**config.mk**
```make
export PLATFORM = sky130hd
export DESIGN_NAME = izc_cal_seq
export DESIGN_NICKNAME = d
export VERILOG_FILES = /design/src/hdl/izc_pin_sync.v /design/src/hdl/izc_cal_seq.v
export VERILOG_INCLUDE_DIRS = /design/src /design/src/hdl
export SDC_FILE = /design/constraint.sdc
export NUM_CORES = 1
export LEC_CHECK = 0
export BUFFER_PORTS_ARGS = -buffer_cell sky130_fd_sc_hd__buf_4
export CAP_MARGIN = 10
export CORE_ASPECT_RATIO = 1.25
export CORE_MARGIN = 5
export CORE_UTILIZATION = 30
export CTS_CLUSTER_SIZE = 30
export DETAILED_ROUTE_END_ITERATION = 10
export GPL_TIMING_DRIVEN = 0
export MAX_ROUTING_LAYER = met4
export PLACE_DENSITY = 0.45
export SYNTH_ARGS = -nofsm -noshare
export SYNTH_HDL_FRONTEND = slang
export SYNTH_SLANG_ARGS = --single-unit
```
**constraint.sdc**
```tcl
create_clock -name SYS_CLK -period 4.9 [get_ports SYS_CLK]
set_input_delay 0.245 -clock SYS_CLK [delete_from_list [all_inputs] [get_ports SYS_CLK]]
set_output_delay 0.245 -clock SYS_CLK [all_outputs]
set_load 0.01 [all_outputs]
```
**src/hdl/izc_defines.vh**
```
// constants for the impedance calibration sequencer
`ifndef IZC_DEFINES_VH
`define IZC_DEFINES_VH

// ============================================================
// calibration periods, counted in memory command clock cycles
`define IZC_INIT_NCK     12'd1024
`define IZC_OPER_NCK     12'd512
`define IZC_SHORT_NCK    12'd64
// most code steps one short calibration may take
`define IZC_SHORT_STEPS  4'd4

// ============================================================
// reset values of the codes in use (mid scale)
`define IZC_DRV_RST      6'h20
`define IZC_TERM_RST     6'h20

// ============================================================
// positions of the pin inputs inside the synchroniser vector
`define IZC_PIN_CK       0
`define IZC_PIN_LONG     1
`define IZC_PIN_SHORT    2
`define IZC_PIN_SREF     3
`define IZC_PIN_TERM     4
`define IZC_PIN_CMPD     5
`define IZC_PIN_CMPT     6
`define IZC_PIN_N        7

// ============================================================
// sequencer state codes
`define IZC_ST_IDLE      2'd0
`define IZC_ST_CAL       2'd1
`define IZC_ST_XFER      2'd2

`endif

```
**src/hdl/izc_pin_sync.v**
```verilog
// three-stage pin synchroniser with agreement filter
`timescale 1ns/1ps
module izc_pin_sync #(
    parameter WIDTH = 1
) (
    // clock and reset
    input  wire             clk,
    input  wire             rst,
    // raw pins and filtered levels
    input  wire [WIDTH-1:0] pin,
    output reg  [WIDTH-1:0] level
);

    reg [WIDTH-1:0] stage1;
    reg [WIDTH-1:0] stage2;
    reg [WIDTH-1:0] stage3;

    // ============================================================
    // per-bit chain; stage1 feeds only stage2 to keep metastability contained
    genvar i;
    generate
        for (i = 0; i < WIDTH; i = i + 1) begin : g_bit
            always @(posedge clk or posedge rst) begin
                if (rst) begin
                    stage1[i] <= 1'b0;
                    stage2[i] <= 1'b0;
                    stage3[i] <= 1'b0;
                    level[i]  <= 1'b0;
                end else begin
                    stage1[i] <= pin[i];
                    stage2[i] <= stage1[i];
                    stage3[i] <= stage2[i];
                    // a change counts only once stages two and three agree
                    if (stage2[i] == stage3[i]) begin
                        level[i] <= stage3[i];
                    end
                end
            end
        end
    endgenerate

endmodule

```
**src/hdl/izc_cal_seq.v**
```verilog
// impedance calibration sequencer: long and short calibration of driver and termination
//
// Notes on behaviour
// - long calibration tunes both driver impedance and termination; used first at power-up.
// - long calibration is accepted whenever idle outside self refresh, not only during initialisation.
// - finished calibration codes are copied into the driver and termination in use.
// - first long calibration after reset completes within the initial calibration period.
// - later long calibrations complete within the operational long calibration period.
// - short calibration tracks drift and completes within the short calibration period.
// - one short calibration corrects a small step within 64 command clocks.
// - calibration current path is switched off once calibration is achieved.
// - calibration commands are accepted during lock time after self refresh exit.
// - leaving self refresh never starts a calibration by itself.
// - termination is off during calibration; the device forces it off itself.
`timescale 1ns/1ps
`include "izc_defines.vh"
module izc_cal_seq #(
    parameter CODE_W      = 6,
    parameter CNT_W       = 12,
    parameter INIT_NCK    = `IZC_INIT_NCK,
    parameter OPER_NCK    = `IZC_OPER_NCK,
    parameter SHORT_NCK   = `IZC_SHORT_NCK,
    parameter SHORT_STEPS = `IZC_SHORT_STEPS
) (
    // system clock and reset
    input  wire              SYS_CLK,
    input  wire              RST,
    // memory command clock and decoded calibration commands (pins)
    input  wire              CK,
    input  wire              LONG_CALIBRATION_CMD,
    input  wire              SHORT_CALIBRATION_CMD,
    input  wire              SELF_REFRESH,
    // termination request from the termination_control_pin and mode setting
    input  wire              TERMINATION_CONTROL_PIN,
    input  wire              TERM_MODE_EN,
    // analog comparator results against the reference resistor (pins)
    input  wire              CMP_DRV_HIGH,
    input  wire              CMP_TERM_HIGH,
    // codes in use and status
    output reg  [CODE_W-1:0] DRIVER_IMPEDANCE_CODE,
    output reg  [CODE_W-1:0] TERMINATION_CODE,
    output reg               TERMINATION_ON,
    output reg               CAL_CURRENT_EN,
    output reg               CAL_BUSY,
    output reg               CAL_DONE,
    output reg               LONG_CAL_SEEN
);

    reg  [1:0]        state;
    reg  [CNT_W-1:0]  cnt;
    reg  [3:0]        steps_left;
    reg               short_mode;
    reg  [CODE_W-1:0] drv_work;
    reg  [CODE_W-1:0] term_work;
    reg               ck_prev;
    wire [`IZC_PIN_N-1:0] pins;
    wire [`IZC_PIN_N-1:0] lvl;
    wire              ck_rise;
    wire              may_step;
    wire [CODE_W-1:0] code_max;

    // ============================================================
    // counter and step loads, cut to the register widths on purpose;
    // a period of one command clock still makes one step, the same as a period of two
    localparam [31:0] INIT_LOAD  = INIT_NCK - 1;
    localparam [31:0] OPER_LOAD  = OPER_NCK - 1;
    localparam [31:0] SHORT_LOAD = SHORT_NCK - 1;
    localparam [31:0] STEP_LOAD  = SHORT_STEPS;
    wire [CNT_W-1:0]  init_load;
    wire [CNT_W-1:0]  oper_load;
    wire [CNT_W-1:0]  short_load;
    wire [3:0]        step_load;

    // loads taken once, so every branch below stays at register width
    assign init_load  = INIT_LOAD[CNT_W-1:0];
    assign oper_load  = OPER_LOAD[CNT_W-1:0];
    assign short_load = SHORT_LOAD[CNT_W-1:0];
    assign step_load  = STEP_LOAD[3:0];

    assign pins = {CMP_TERM_HIGH, CMP_DRV_HIGH, TERMINATION_CONTROL_PIN, SELF_REFRESH,
                   SHORT_CALIBRATION_CMD, LONG_CALIBRATION_CMD, CK};
    assign code_max = {CODE_W{1'b1}};

    // ============================================================
    // pin synchronisers; the command clock is sampled like any pin
    // the clock pays about four system cycles of latency here; the
    // commands share the same delay, so they stay aligned to its edges
    izc_pin_sync #(
        .WIDTH (`IZC_PIN_N)
    ) izc_pin_sync_inst (
        .clk   (SYS_CLK),
        .rst   (RST),
        .pin   (pins),
        .level (lvl)
    );

    // ============================================================
    // rising edge of the filtered command clock
    always @(posedge SYS_CLK or posedge RST) begin
        if (RST) begin
            ck_prev <= 1'b0;
        end else begin
            ck_prev <= lvl[`IZC_PIN_CK];
        end
    end
    assign ck_rise = lvl[`IZC_PIN_CK] & ~ck_prev;

    // long runs step every cycle; short runs only within their step budget
    assign may_step = ~short_mode | (steps_left != 4'h0);

    // ============================================================
    // termination forced off while a calibration runs
    always @(posedge SYS_CLK or posedge RST) begin
        if (RST) begin
            TERMINATION_ON <= 1'b0;
        end else begin
            TERMINATION_ON <= lvl[`IZC_PIN_TERM] & TERM_MODE_EN
                              & (state == `IZC_ST_IDLE);
        end
    end

    // ============================================================
    // calibration sequencer, advanced once per command clock edge
    // limitation: a command seen while busy is dropped, never queued,
    // so the controller must wait out the full period before the next one
    always @(posedge SYS_CLK or posedge RST) begin
        if (RST) begin
            state                 <= `IZC_ST_IDLE;
            cnt                   <= {CNT_W{1'b0}};
            steps_left            <= 4'h0;
            short_mode            <= 1'b0;
            drv_work              <= `IZC_DRV_RST;
            term_work             <= `IZC_TERM_RST;
            DRIVER_IMPEDANCE_CODE <= `IZC_DRV_RST;
            TERMINATION_CODE      <= `IZC_TERM_RST;
            CAL_CURRENT_EN        <= 1'b0;
            CAL_BUSY              <= 1'b0;
            CAL_DONE              <= 1'b0;
            LONG_CAL_SEEN         <= 1'b0;
        end else begin
            CAL_DONE <= 1'b0;
            if (ck_rise) begin
                case (state)
                    `IZC_ST_IDLE: begin
                        // self refresh exit alone starts nothing; only a command does
                        // no lock-time gating, so commands after exit are taken
                        if (!lvl[`IZC_PIN_SREF] && lvl[`IZC_PIN_LONG]) begin
                            // long tunes both codes, at any idle time outside self refresh
                            state          <= `IZC_ST_CAL;
                            short_mode     <= 1'b0;
                            steps_left     <= 4'h0;
                            drv_work       <= DRIVER_IMPEDANCE_CODE;
                            term_work      <= TERMINATION_CODE;
                            CAL_CURRENT_EN <= 1'b1;
                            CAL_BUSY       <= 1'b1;
                            // first long gets the initial period, later ones the shorter
                            if (LONG_CAL_SEEN) begin
                                cnt <= oper_load;
                            end else begin
                                cnt <= init_load;
                            end
                        end else if (!lvl[`IZC_PIN_SREF] && lvl[`IZC_PIN_SHORT]) begin
                            state          <= `IZC_ST_CAL;
                            short_mode     <= 1'b1;
                            steps_left     <= step_load;
                            drv_work       <= DRIVER_IMPEDANCE_CODE;
                            term_work      <= TERMINATION_CODE;
                            cnt            <= short_load;
                            CAL_CURRENT_EN <= 1'b1;
                            CAL_BUSY       <= 1'b1;
                        end
                    end
                    `IZC_ST_CAL: begin
                        // commands are ignored here; the channel is meant to be quiet
                        if (may_step) begin
                            // step each code one LSB toward its comparator
                            if (lvl[`IZC_PIN_CMPD] && drv_work != code_max) begin
                                drv_work <= drv_work + 1'b1;
                            end else if (!lvl[`IZC_PIN_CMPD] && drv_work != 0) begin
                                drv_work <= drv_work - 1'b1;
                            end
                            if (lvl[`IZC_PIN_CMPT] && term_work != code_max) begin
                                term_work <= term_work + 1'b1;
                            end else if (!lvl[`IZC_PIN_CMPT] && term_work != 0) begin
                                term_work <= term_work - 1'b1;
                            end
                            if (steps_left != 4'h0) begin
                                steps_left <= steps_left - 4'h1;
                            end
                        end
                        cnt <= cnt - 12'd1;
                        if (cnt <= 12'd1) begin
                            // calibration achieved: cut the current path
                            state          <= `IZC_ST_XFER;
                            CAL_CURRENT_EN <= 1'b0;
                        end
                    end
                    `IZC_ST_XFER: begin
                        // hand the result to the I/O in the last cycle of the period
                        DRIVER_IMPEDANCE_CODE <= drv_work;
                        TERMINATION_CODE      <= term_work;
                        if (!short_mode) begin
                            LONG_CAL_SEEN <= 1'b1;
                        end
                        CAL_BUSY <= 1'b0;
                        CAL_DONE <= 1'b1;
                        state    <= `IZC_ST_IDLE;
                    end
                    default: begin
                        state          <= `IZC_ST_IDLE;
                        CAL_CURRENT_EN <= 1'b0;
                        CAL_BUSY       <= 1'b0;
                    end
                endcase
            end
        end
    end

endmodule

```
Yosys cells after proc, flatten, opt, wreduce, memory -nomap -nowiden. Cells that the tools add are included.

Register bits after elaboration: 77. Bits of input ports: 10. Output and inout bits: 17. Word-level logic and storage cells: 132.

Bitwise operators: 8. Equality and inequality tests: 17. Magnitude comparators: 1. Add/sub/neg operators: 6. Reduce and logical (&&, ||, !) cells: 25. Muxes and demuxes: 33.

Operators by type and width (count): 6-bit 2-to-1 mux (10); 12-bit 2-to-1 mux (2); 12-bit one-hot mux with 2 select lines (1); 6-bit one-hot mux with 2 select lines (2); 4-bit 2-to-1 mux (4); 3-bit AND reduction (5); 5-bit AND reduction (3); 6-bit by 1-bit adder with 6-bit output, second input constant (2); 12-bit by 1-bit less-or-equal comparator with 1-bit output, second input constant (1); 6-bit inequality test, second input constant (2); 6-bit nonzero test (2); 12-bit by 1-bit subtractor with 12-bit output, second input constant (1); 6-bit by 1-bit subtractor with 6-bit output, second input constant (2); 10-bit 2-to-1 mux (1); 4-bit one-hot mux with 2 select lines (1); 1-bit equality test (7); 1-bit logical AND (6); 1-bit 2-to-1 mux (6); 2-bit 2-to-1 mux (3); 2-bit inequality test, second input constant (3); 3-bit inequality test, second input constant (2); 1-bit inverter (4); 2-bit one-hot mux with 2 select lines (1); 4-bit AND reduction (1); 13 further kinds (18).

Longest topological paths before layout. Gate-level depths: netlist of run 1.

Depth in word-level cells: 6. Mapped depth: 8. Depth with buffers taken out: 8.

Hierarchy. Synthesis of run 1 repeated with hierarchy kept, for this count alone.

Cell total of the unflattened synthesis: 307. Area, all modules: 3582.2 µm².

Modules (own cells, without submodules): izc_cal_seq (seq. area each 1231.2 µm², area each 2798.9 µm², instances 1, cells an instance 271); izc_pin_sync (seq. area each 700.7 µm², area each 783.3 µm², instances 1, cells an instance 36).

Worst setup path before layout of run 1. No wires, ideal clock.

Kind: register to register. Start: reg drv_work[5]. End: reg drv_work[5]. Stages on the path, launching flop included: 9. Slack: 2.745 ns. Buffers on the path: 0. Arrival: 2.082 ns. Path through: dfstp_2 > nand2_1 > o21ai_0 > ha_1 > a21o_1 > nand4_1 > a31oi_1 > o31a_1 > a21oi_1.

Word-level cells in the longest chain between the ends: 5. Elaborated cells between the ends (all ways): 12. Classes of those cells: add/sub (2); eq/ne (2); mux (4); reduce/logical (4).

RTL lines: start: declaration (RTL line izc_cal_seq.v:53) `reg [CODE_W-1:0] drv_work;`; start signal: assignment (RTL line izc_cal_seq.v:132) `` drv_work <= `IZC_DRV_RST; ``; start signal: assignment (RTL line izc_cal_seq.v:178) `drv_work <= drv_work + 1'b1;`; start signal: assignment (RTL line izc_cal_seq.v:180) `drv_work <= drv_work - 1'b1;`; 6-bit by 1-bit subtractor with 6-bit output or 6-bit inequality test (tied branches) (RTL line izc_cal_seq.v:180, izc_cal_seq.v:177); 6-bit 2-to-1 mux or 1-bit logical AND (tied branches) (RTL line izc_cal_seq.v:179, izc_cal_seq.v:177); 6-bit 2-to-1 mux (RTL line izc_cal_seq.v:177) `` if (lvl[`IZC_PIN_CMPD] && drv_work != code_max) begin ``; 6-bit 2-to-1 mux (RTL line izc_cal_seq.v:175) `if (may_step) begin`; 6-bit one-hot mux with 2 select lines (RTL line izc_cal_seq.v:143) `case (state)`.

Parallel ways exist; a longest one is shown, timed or not. The select of a mux whose other input is x is not followed. A chain may end at the register's enable or synchronous reset.

Final worst setup path of run 1.
Start: reg drv_work[0]. End: reg drv_work[5].

The elaborated chain is that of the path after synthesis.

==> results of run 1 <==
[metal layers]
layer  wire length [um]  GRT usage (%)  share of wire [%]  vias up
met3                238          2.453                3.2       11
met4                166          5.402                2.2        0
met1               3406          14.84                 46     1222
met5                  0              -                  0        -
met2               3569          17.88                 48       38
li1                   -              -                  -     1206
[worst max path at each step]
stage / start / to / slack, ns / depth (start not counted)
2_1_floorplan: RST / CAL_BUSY / 2.69 / 1
3_3_place_gp: RST / TERMINATION_CODE[1] / 1.62 / 2
3_5_place_dp: drv_work[0] / drv_work[5] / 2.42 / 8
4_1_cts: drv_work[0] / drv_work[5] / 2.39 / 8
5_1_grt: term_work[0] / term_work[4] / 2.18 / 8
6_report: drv_work[0] / drv_work[5] / 2.43 / 8
[worst max-delay path: stages, from the launching register on]
cell	delay, ns
dfrtp_1	0.47
nand4_1	0.18
o21ai_0	0.58
ha_1	0.35
a21o_1	0.19
nand4_1	0.11
a31oi_1	0.09
o31a_1	0.27
a21oi_1	0.14
[through the flow]
step	power [uW]	utilization, %	setup WS, ns
after detailed placement	1695	33.99	2.425
after floorplan	1500	-	2.695
after CTS	2444	37.05	2.386
after global placement	1679	33.73	1.618
final	2407	37.05	2.428
after global routing	2589	37.05	2.185
[power groups by stage]
stage          logic, uW  clock network, uW  registers (uW)
3_5_place_dp         739                  0             956
6_report             728                736             944
2_1_floorplan        584                  0             916
4_1_cts              742                756             946
5_1_grt              836                783             970
3_3_place_gp         725                  0             953
[Yosys cell counts (2+ instances only)]
cell type	number	area (um2)
buf_2	3	15.01
maj3_1	7	70.07
ha_1	12	150.1
a21oi_1	15	75.07
nor2_1	20	75.07
buf_4	2	15.01
nor3_1	11	55.05
and2_1	3	18.77
xnor2_1	10	87.58
a31oi_1	16	100.1
and4_1	3	26.28
dfrtp_1	73	1827
a21o_1	5	37.54
o31ai_1	2	15.01
o22ai_1	3	18.77
nand2b_1	6	37.54
clkbuf_1	2	7.510
fa_1	2	40.04
nand4_1	4	25.02
nand2_1	32	120.1
nor4_1	3	18.77
inv_1	13	48.80
buf_6	3	33.78
xor2_1	4	35.03
nand3_1	3	15.01
mux2_2	14	157.7
o21ai_0	15	75.07
dfstp_2	4	105.1
[state kept, by name, summed over array words and instances, names as in the netlist, 2 cells and up]
signal / count
term_work: 6
izc_pin_sync_inst.stage1: 7
izc_pin_sync_inst.stage3: 7
izc_pin_sync_inst.stage2: 7
izc_pin_sync_inst.level: 7
TERMINATION_CODE: 6
steps_left: 4
DRIVER_IMPEDANCE_CODE: 6
state: 2
cnt: 12
drv_work: 6
[cell families (layout without fill, tap and decap cells)]
| group | after synthesis | in the layout |
|---|---|---|
| AND/OR/NAND/NOR | 94 | 94 |
| flip-flops | 77 | 77 |
| AO/OA/AOI/OAI | 71 | 71 |
| buffers and inverters | 23 | 68 |
| adder cells (fa/ha/maj) | 21 | 21 |
| XOR/XNOR | 14 | 14 |
| multiplexers | 14 | 14 |
[what timing repair did]
item | in CTS | in global routing
hold buffers | 2 | 0
resized for setup | 0 | 0
hold endpoints to repair | 35 | 0
[layout make-up]
type / count / area, um2
Fill cell: 1166 / 7278
Sequential cell: 77 / 1932
Multi-Input combinational cell: 214 / 1480
Timing Repair Buffer: 29 / 242.7
Clock buffer: 10 / 239.0
Tap cell: 138 / 172.7
Clock inverter: 6 / 93.84
Buffer: 10 / 71.32
Inverter: 13 / 51.30
==> results.md, run 1 <==
- Fmax: 0.4045 GHz
- ANT cells: 0
- DRC violations left: 0
- Most frequent cells in the layout: dfrtp_1, nand2_1, buf_4
- Slew headroom: 55.47%
- Reg2reg path depth: 8
- Mean number of vias per cell: 4.984
- CTS tree: built
- Worst r2r src: drv_work[0]
- Finish-stage setup viols: 0
- Logic pwr share: 30.2%
- RSZ-0062 raised after global routing: no
- # Post-CTS Setup Buffers: 0
- Placed Instances: 479
- H-tree Lvls: 3
- Sw Share: 33.58%
- Sequential area share after synthesis: 54.69%
- # rows: 44
- Via count: 2477
- Num CTS Buffers: 9
- Min Hold Slack: 0.01246 ns
- Req. time, crit path: 5.16 ns
- DIE AREA: 14060 um2
- Internal power: 1599 uW
- Final std cell area, no fill: 4283 um2
- Avg Cell Area, Syn: 11.25 um2
- FF-to-FF setup slack: 2.43 ns
- Setup TNS: 0 ns
- Fraction of the mapped netlist area in adder cells: 7.368%
- Reg clk slew, reported paths: 0.06 ns
- Core footprint: 11560 um2
- Min Tclk post-route: 2.472 ns
- Initial Utilization: 30.55%
- I/O pin total: 27
- Die X: 107.1 um
- Gp weighted congestion: 0.7664
- Overall routing resource usage: 11.72%
- Largest net degree at the start of global routing: 44
- MaxCap Viol Count: 0
- Crit start category: register
- PortBufs: 26
- Die Height: 131.3 um
- Area added between synthesis and finish: 21.25%
- Post-synthesis compound-gate area fraction: 13.00%
- Arr. time, crit path: 2.73 ns
- Overflow left after global routing: 0
- Clock sinks: 77
- Mapped Cells: 314
- Worst Path Class, Setup: register to register
- Root buf cell: clkbuf_16
- Clk_skew: 0.007314 ns
- Top_reg_cell synth: dfrtp_1
- Worst reg2reg endpoint: drv_work[5]
- First-pass GRT wire length: 12.62 mm
- First DRT Iteration DRCs: 66
- Hold Path Cell Cnt: 1
- Most common cell after layout, fill and taps aside: dfrtp_1
- Hpwl dp: 5.099 mm
- Insertion delay to the later sink of the worst-skew pair: 0.33 ns
- Vias in the first global route: 2477
- Worst Hold Launch: SHORT_CALIBRATION_CMD
- Drt wl/cell: 14.85 um
- ANT nets after route: 0
- #FFs+latches synth: 77
- DP Area: 3930 um2
- Cell area after synthesis: 3532 um2
- Nets@finish: 378
- Main combinational cell family by area after synthesis: simple AND/OR/NAND/NOR gates
- Seq pwr share: 39.2%
- Post-Layout Cell Count: 497
- Netlist cell types: 52
- Total Wirelength: 7.381 mm
- Syn. warnings: 0
- Syn Nets: 338
- Share of cells above drive strength 1: 22.01%
- Fraction of registers with async set or reset after synthesis: 100.0%
- Clock Tree Buf Depth: 2
- Slew Viols, Final: 0
- Xor/xnor share of the synthesized area: 3.471%
- Post-synthesis simple-gate area fraction: 13.60%
- Number of synthesized flops with an enable pin: 0
- 1st-pass router iterations: 4
- Post-synthesis mux area share: 4.463%
- Hold worst-path end: izc_pin_sync_inst.stage1[2]
- P_sw: 808.2 uW
- Crit Path Max Fanout: 7
- Clock Power Share: 30.6%
- Pwr dens: 562.0 nW/um2
- Crit end category: register
- Initial antenna violation count: 0
- Worst-Margin Slew: 0.6610 ns
- Status: finished clean
- P_leak: 0.001891 uW
- Final period util: 50.45%
- Worst Hold Class: primary input to register
- Final Hold Fails: 0
- Peak supply drop: 177.1 uV
(Power assumes the default switching activity.)
==> run 2: changes to the inputs <==
Settings changed: PLACE_DENSITY 0.45 to 0.46.
Clock period 4.9 ns to 2.26 ns, I/O delays scaled along.
==> run 2 against run 1 <==
Net effect: die area unchanged; wire length up 0.58%; highest routed layer unchanged; largest cell class unchanged; critical endpoint is now term_work[3]; flip-flop and latch count unchanged; sequential power rose by 120%.
==> results.md, run 2 (same netlist as run 1, synthesis figures left out) <==
- Status: finished clean
- Grt met3 use: 2.453% (unchanged)
- Pwr dens: 1188 nW/um2 (+110%)
- P_leak: 0.001914 uW (+1.2%)
- Clock sinks: 77 (unchanged)
- Clock Tree Buf Depth: 2 (unchanged)
- Crit start category: register
- Worst Hold Class: primary input to register
- Final Hold Fails: 0 (unchanged)
- Crit end category: register
- Final setup margin: 0.1595 ns (-2.269 ns)
- DIE AREA: 14060 um2 (unchanged)
- GR Util met2: 18.20% (+0.31 points)
- First DRT Iteration DRCs: 73 (+11%)
- P_sw: 1802 uW (+120%)
- Final period util: 92.94% (+42 points)
- Worst r2r src: term_work[5]
- Finish-stage setup viols: 0 (unchanged)
- Worst Path Class, Setup: register to register
- Reg clk slew, reported paths: 0.06 ns (about the same)
- Most common cell after layout, fill and taps aside: dfrtp_1
- Seq pwr share: 39.5% (+0.3 points)
- Via count: 2481 (+0.16%)
- Area added between synthesis and finish: 23.80%
- Root buf cell: clkbuf_16
- Req. time, crit path: 2.52 ns (-2.64 ns)
- I/O pin total: 27 (unchanged)
- Logic pwr share: 31.8% (+1.6 points)
- Die X: 107.1 um (unchanged)
- Fmax: 0.4761 GHz (+18%)
- Crit Path Max Fanout: 5 (-2)
- Clk_skew: 0.005109 ns (-0.002205 ns)
- Max reg flops: 12 (unchanged)
- DRC violations left: 0 (unchanged)
- Gp weighted congestion: 0.7659 (about the same)
- Peak supply drop: 397.9 uV (+120%)
- Busiest grt layer: met2
- Reg2reg path depth: 9 (+1)
- Largest net degree at the start of global routing: 61 (+39%)
- # rows: 44 (unchanged)
- Critical Path Source: term_work[5]
- Worst-Margin Slew: 0.6712 ns (+0.01016 ns)
- ANT nets after route: 0 (unchanged)
- Min Tclk post-route: 2.101 ns (-0.3714 ns)
- Num CTS Buffers: 9 (unchanged)
- CP max-delay cell: dfstp_2
- Most frequent cells in the layout: dfrtp_1, nand2_1, buf_4
- Die Height: 131.3 um (unchanged)
- Arr. time, crit path: 2.36 ns (-0.37 ns)
- H-tree Lvls: 3 (unchanged)
- Insertion delay to the later sink of the worst-skew pair: 0.33 ns (about the same)
- Hold Path Cell Cnt: 3 (+2)
- Post-Place Setup Slack: -0.2124 ns (-2.637 ns)
- Drt wl/cell: 14.70 um (-1.0%)
- Filler instances: 1139 (-2.3%)
- Worst reg2reg endpoint: term_work[3]
- Total Wirelength: 7.424 mm (+0.58%)
- Hpwl dp: 5.111 mm (+0.23%)
- Grt met1 use: 14.64% (-0.20 points)
- Overall routing resource usage: 11.60% (-0.11 points)
- Slew Viols, Final: 0 (unchanged)
- Clock Power Share: 28.7% (-1.9 points)
- Reg with most FFs: cnt
- CP cell instances: nand2_1, o21ai_4, buf_12, ha_1, a21o_1, a21oi_1, xnor2_1, nand2_1, a31oi_1
- Initial antenna violation count: 0 (unchanged)
- Slew headroom: 54.91% (-0.56 points)
- Post-Layout Cell Count: 505 (+1.6%)
- Vias in the first global route: 2513 (+1.5%)
- Most frequent CP cell: nand2_1
- Sw Share: 34.70% (+1.1 points)
- Core Util, Final: 37.82% (+0.78 points)
- Share of cells above drive strength 1: 23.43% (+1.4 points)
- Nets@finish: 386 (+2.1%)
- Initial Utilization: 30.55% (unchanged)
- ANT cells: 0 (unchanged)
- CTS tree: built
- 1st-pass router iterations: 4 (unchanged)
- Critical path capture point: term_work[3]
- MaxCap Viol Count: 0 (unchanged)
- First-pass GRT wire length: 12.74 mm (+0.93%)
- Mean number of vias per cell: 4.913 (-1.4%)
- Internal power: 3391 uW (+110%)
- Core footprint: 11560 um2 (unchanged)
- PortBufs: 26 (unchanged)
- CP peak stage delay: 0.58 ns (about the same)
- FF-to-FF setup slack: 0.16 ns (-2.27 ns)
- Overflow left after global routing: 0 (unchanged)
- Placed Instances: 479 (unchanged)
## run 2: how the worst min path moves through the flow
stage,endpoint,from
final,TERMINATION_ON,TERM_MODE_EN
after global routing,TERMINATION_ON,TERM_MODE_EN
after CTS,TERMINATION_ON,TERM_MODE_EN
after detailed placement,izc_pin_sync_inst.stage1[5],RST
after global placement,izc_pin_sync_inst.stage1[0],CK
after floorplan,izc_pin_sync_inst.stage1[0],CK
## run 2: per-layer routing
metal | vias to the layer above | part of all wire (%)
li1 | 1221 | -
met1 | 1230 | 46
met2 | 22 | 50
met3 | 8 | 2.4
met4 | 0 | 1.3
met5 | - | 0
## run 2: critical path, delay by kind of cell, from the launching register on
family	cells	cell delay, ns
buffers and inverters	1	0.13
flip-flops	1	0.58
AO/OA/AOI/OAI	4	0.79
AND/OR/NAND/NOR	2	0.19
XOR/XNOR	1	0.13
adder cells (fa/ha/maj)	1	0.21
## run 2: per-stage QoR
| step | area, um2 | TNS, ns | hold slack, ns | power (uW) |
|---|---|---|---|---|
| 6_report | 4373 | 0 | 0.009082 | 5194 |
| 5_1_grt | 4373 | -0.03108 | 0.0005831 | 5577 |
| 4_1_cts | 4327 | 0 | 0.002357 | 5201 |
| 3_5_place_dp | 3930 | -1.096 | 0.08283 | 3671 |
| 3_3_place_gp | 3900 | -64.31 | 0.2220 | 3637 |
| 2_1_floorplan | 3532 | 0 | 0.1444 | 3253 |
## run 2: timing repair
action                                 in CTS  in global routing
pin swaps                                   0                  2
hold buffers                                8                  0
endpoints found under the hold margin      24                  0
buffers inserted                            0                  2
setup endpoints to repair                   8                  6
resized for setup                           4                  5
## run 2: cell type report
| cell class | instances | area (um2) | share of cell area (%) |
|---|---|---|---|
| Clock buffer | 10 | 239.0 | 5.465 |
| Sequential cell | 77 | 1936 | 44.26 |
| Timing Repair Buffer | 37 | 330.3 | 7.554 |
| Tap cell | 138 | 172.7 | 3.949 |
| Clock inverter | 6 | 70.07 | 1.602 |
| Multi-Input combinational cell | 214 | 1503 | 34.36 |
| Inverter | 13 | 51.30 | 1.173 |
| Buffer | 10 | 71.32 | 1.631 |
## run 2: power by group through the flow
stage | sequential [uW] | combinational [uW] | clock (uW)
floorplan | 1990 | 1270 | 0
finish | 2050 | 1650 | 1490
CTS | 2050 | 1630 | 1520
detailed placement | 2070 | 1600 | 0
global route | 2110 | 1880 | 1590
global placement | 2070 | 1570 | 0
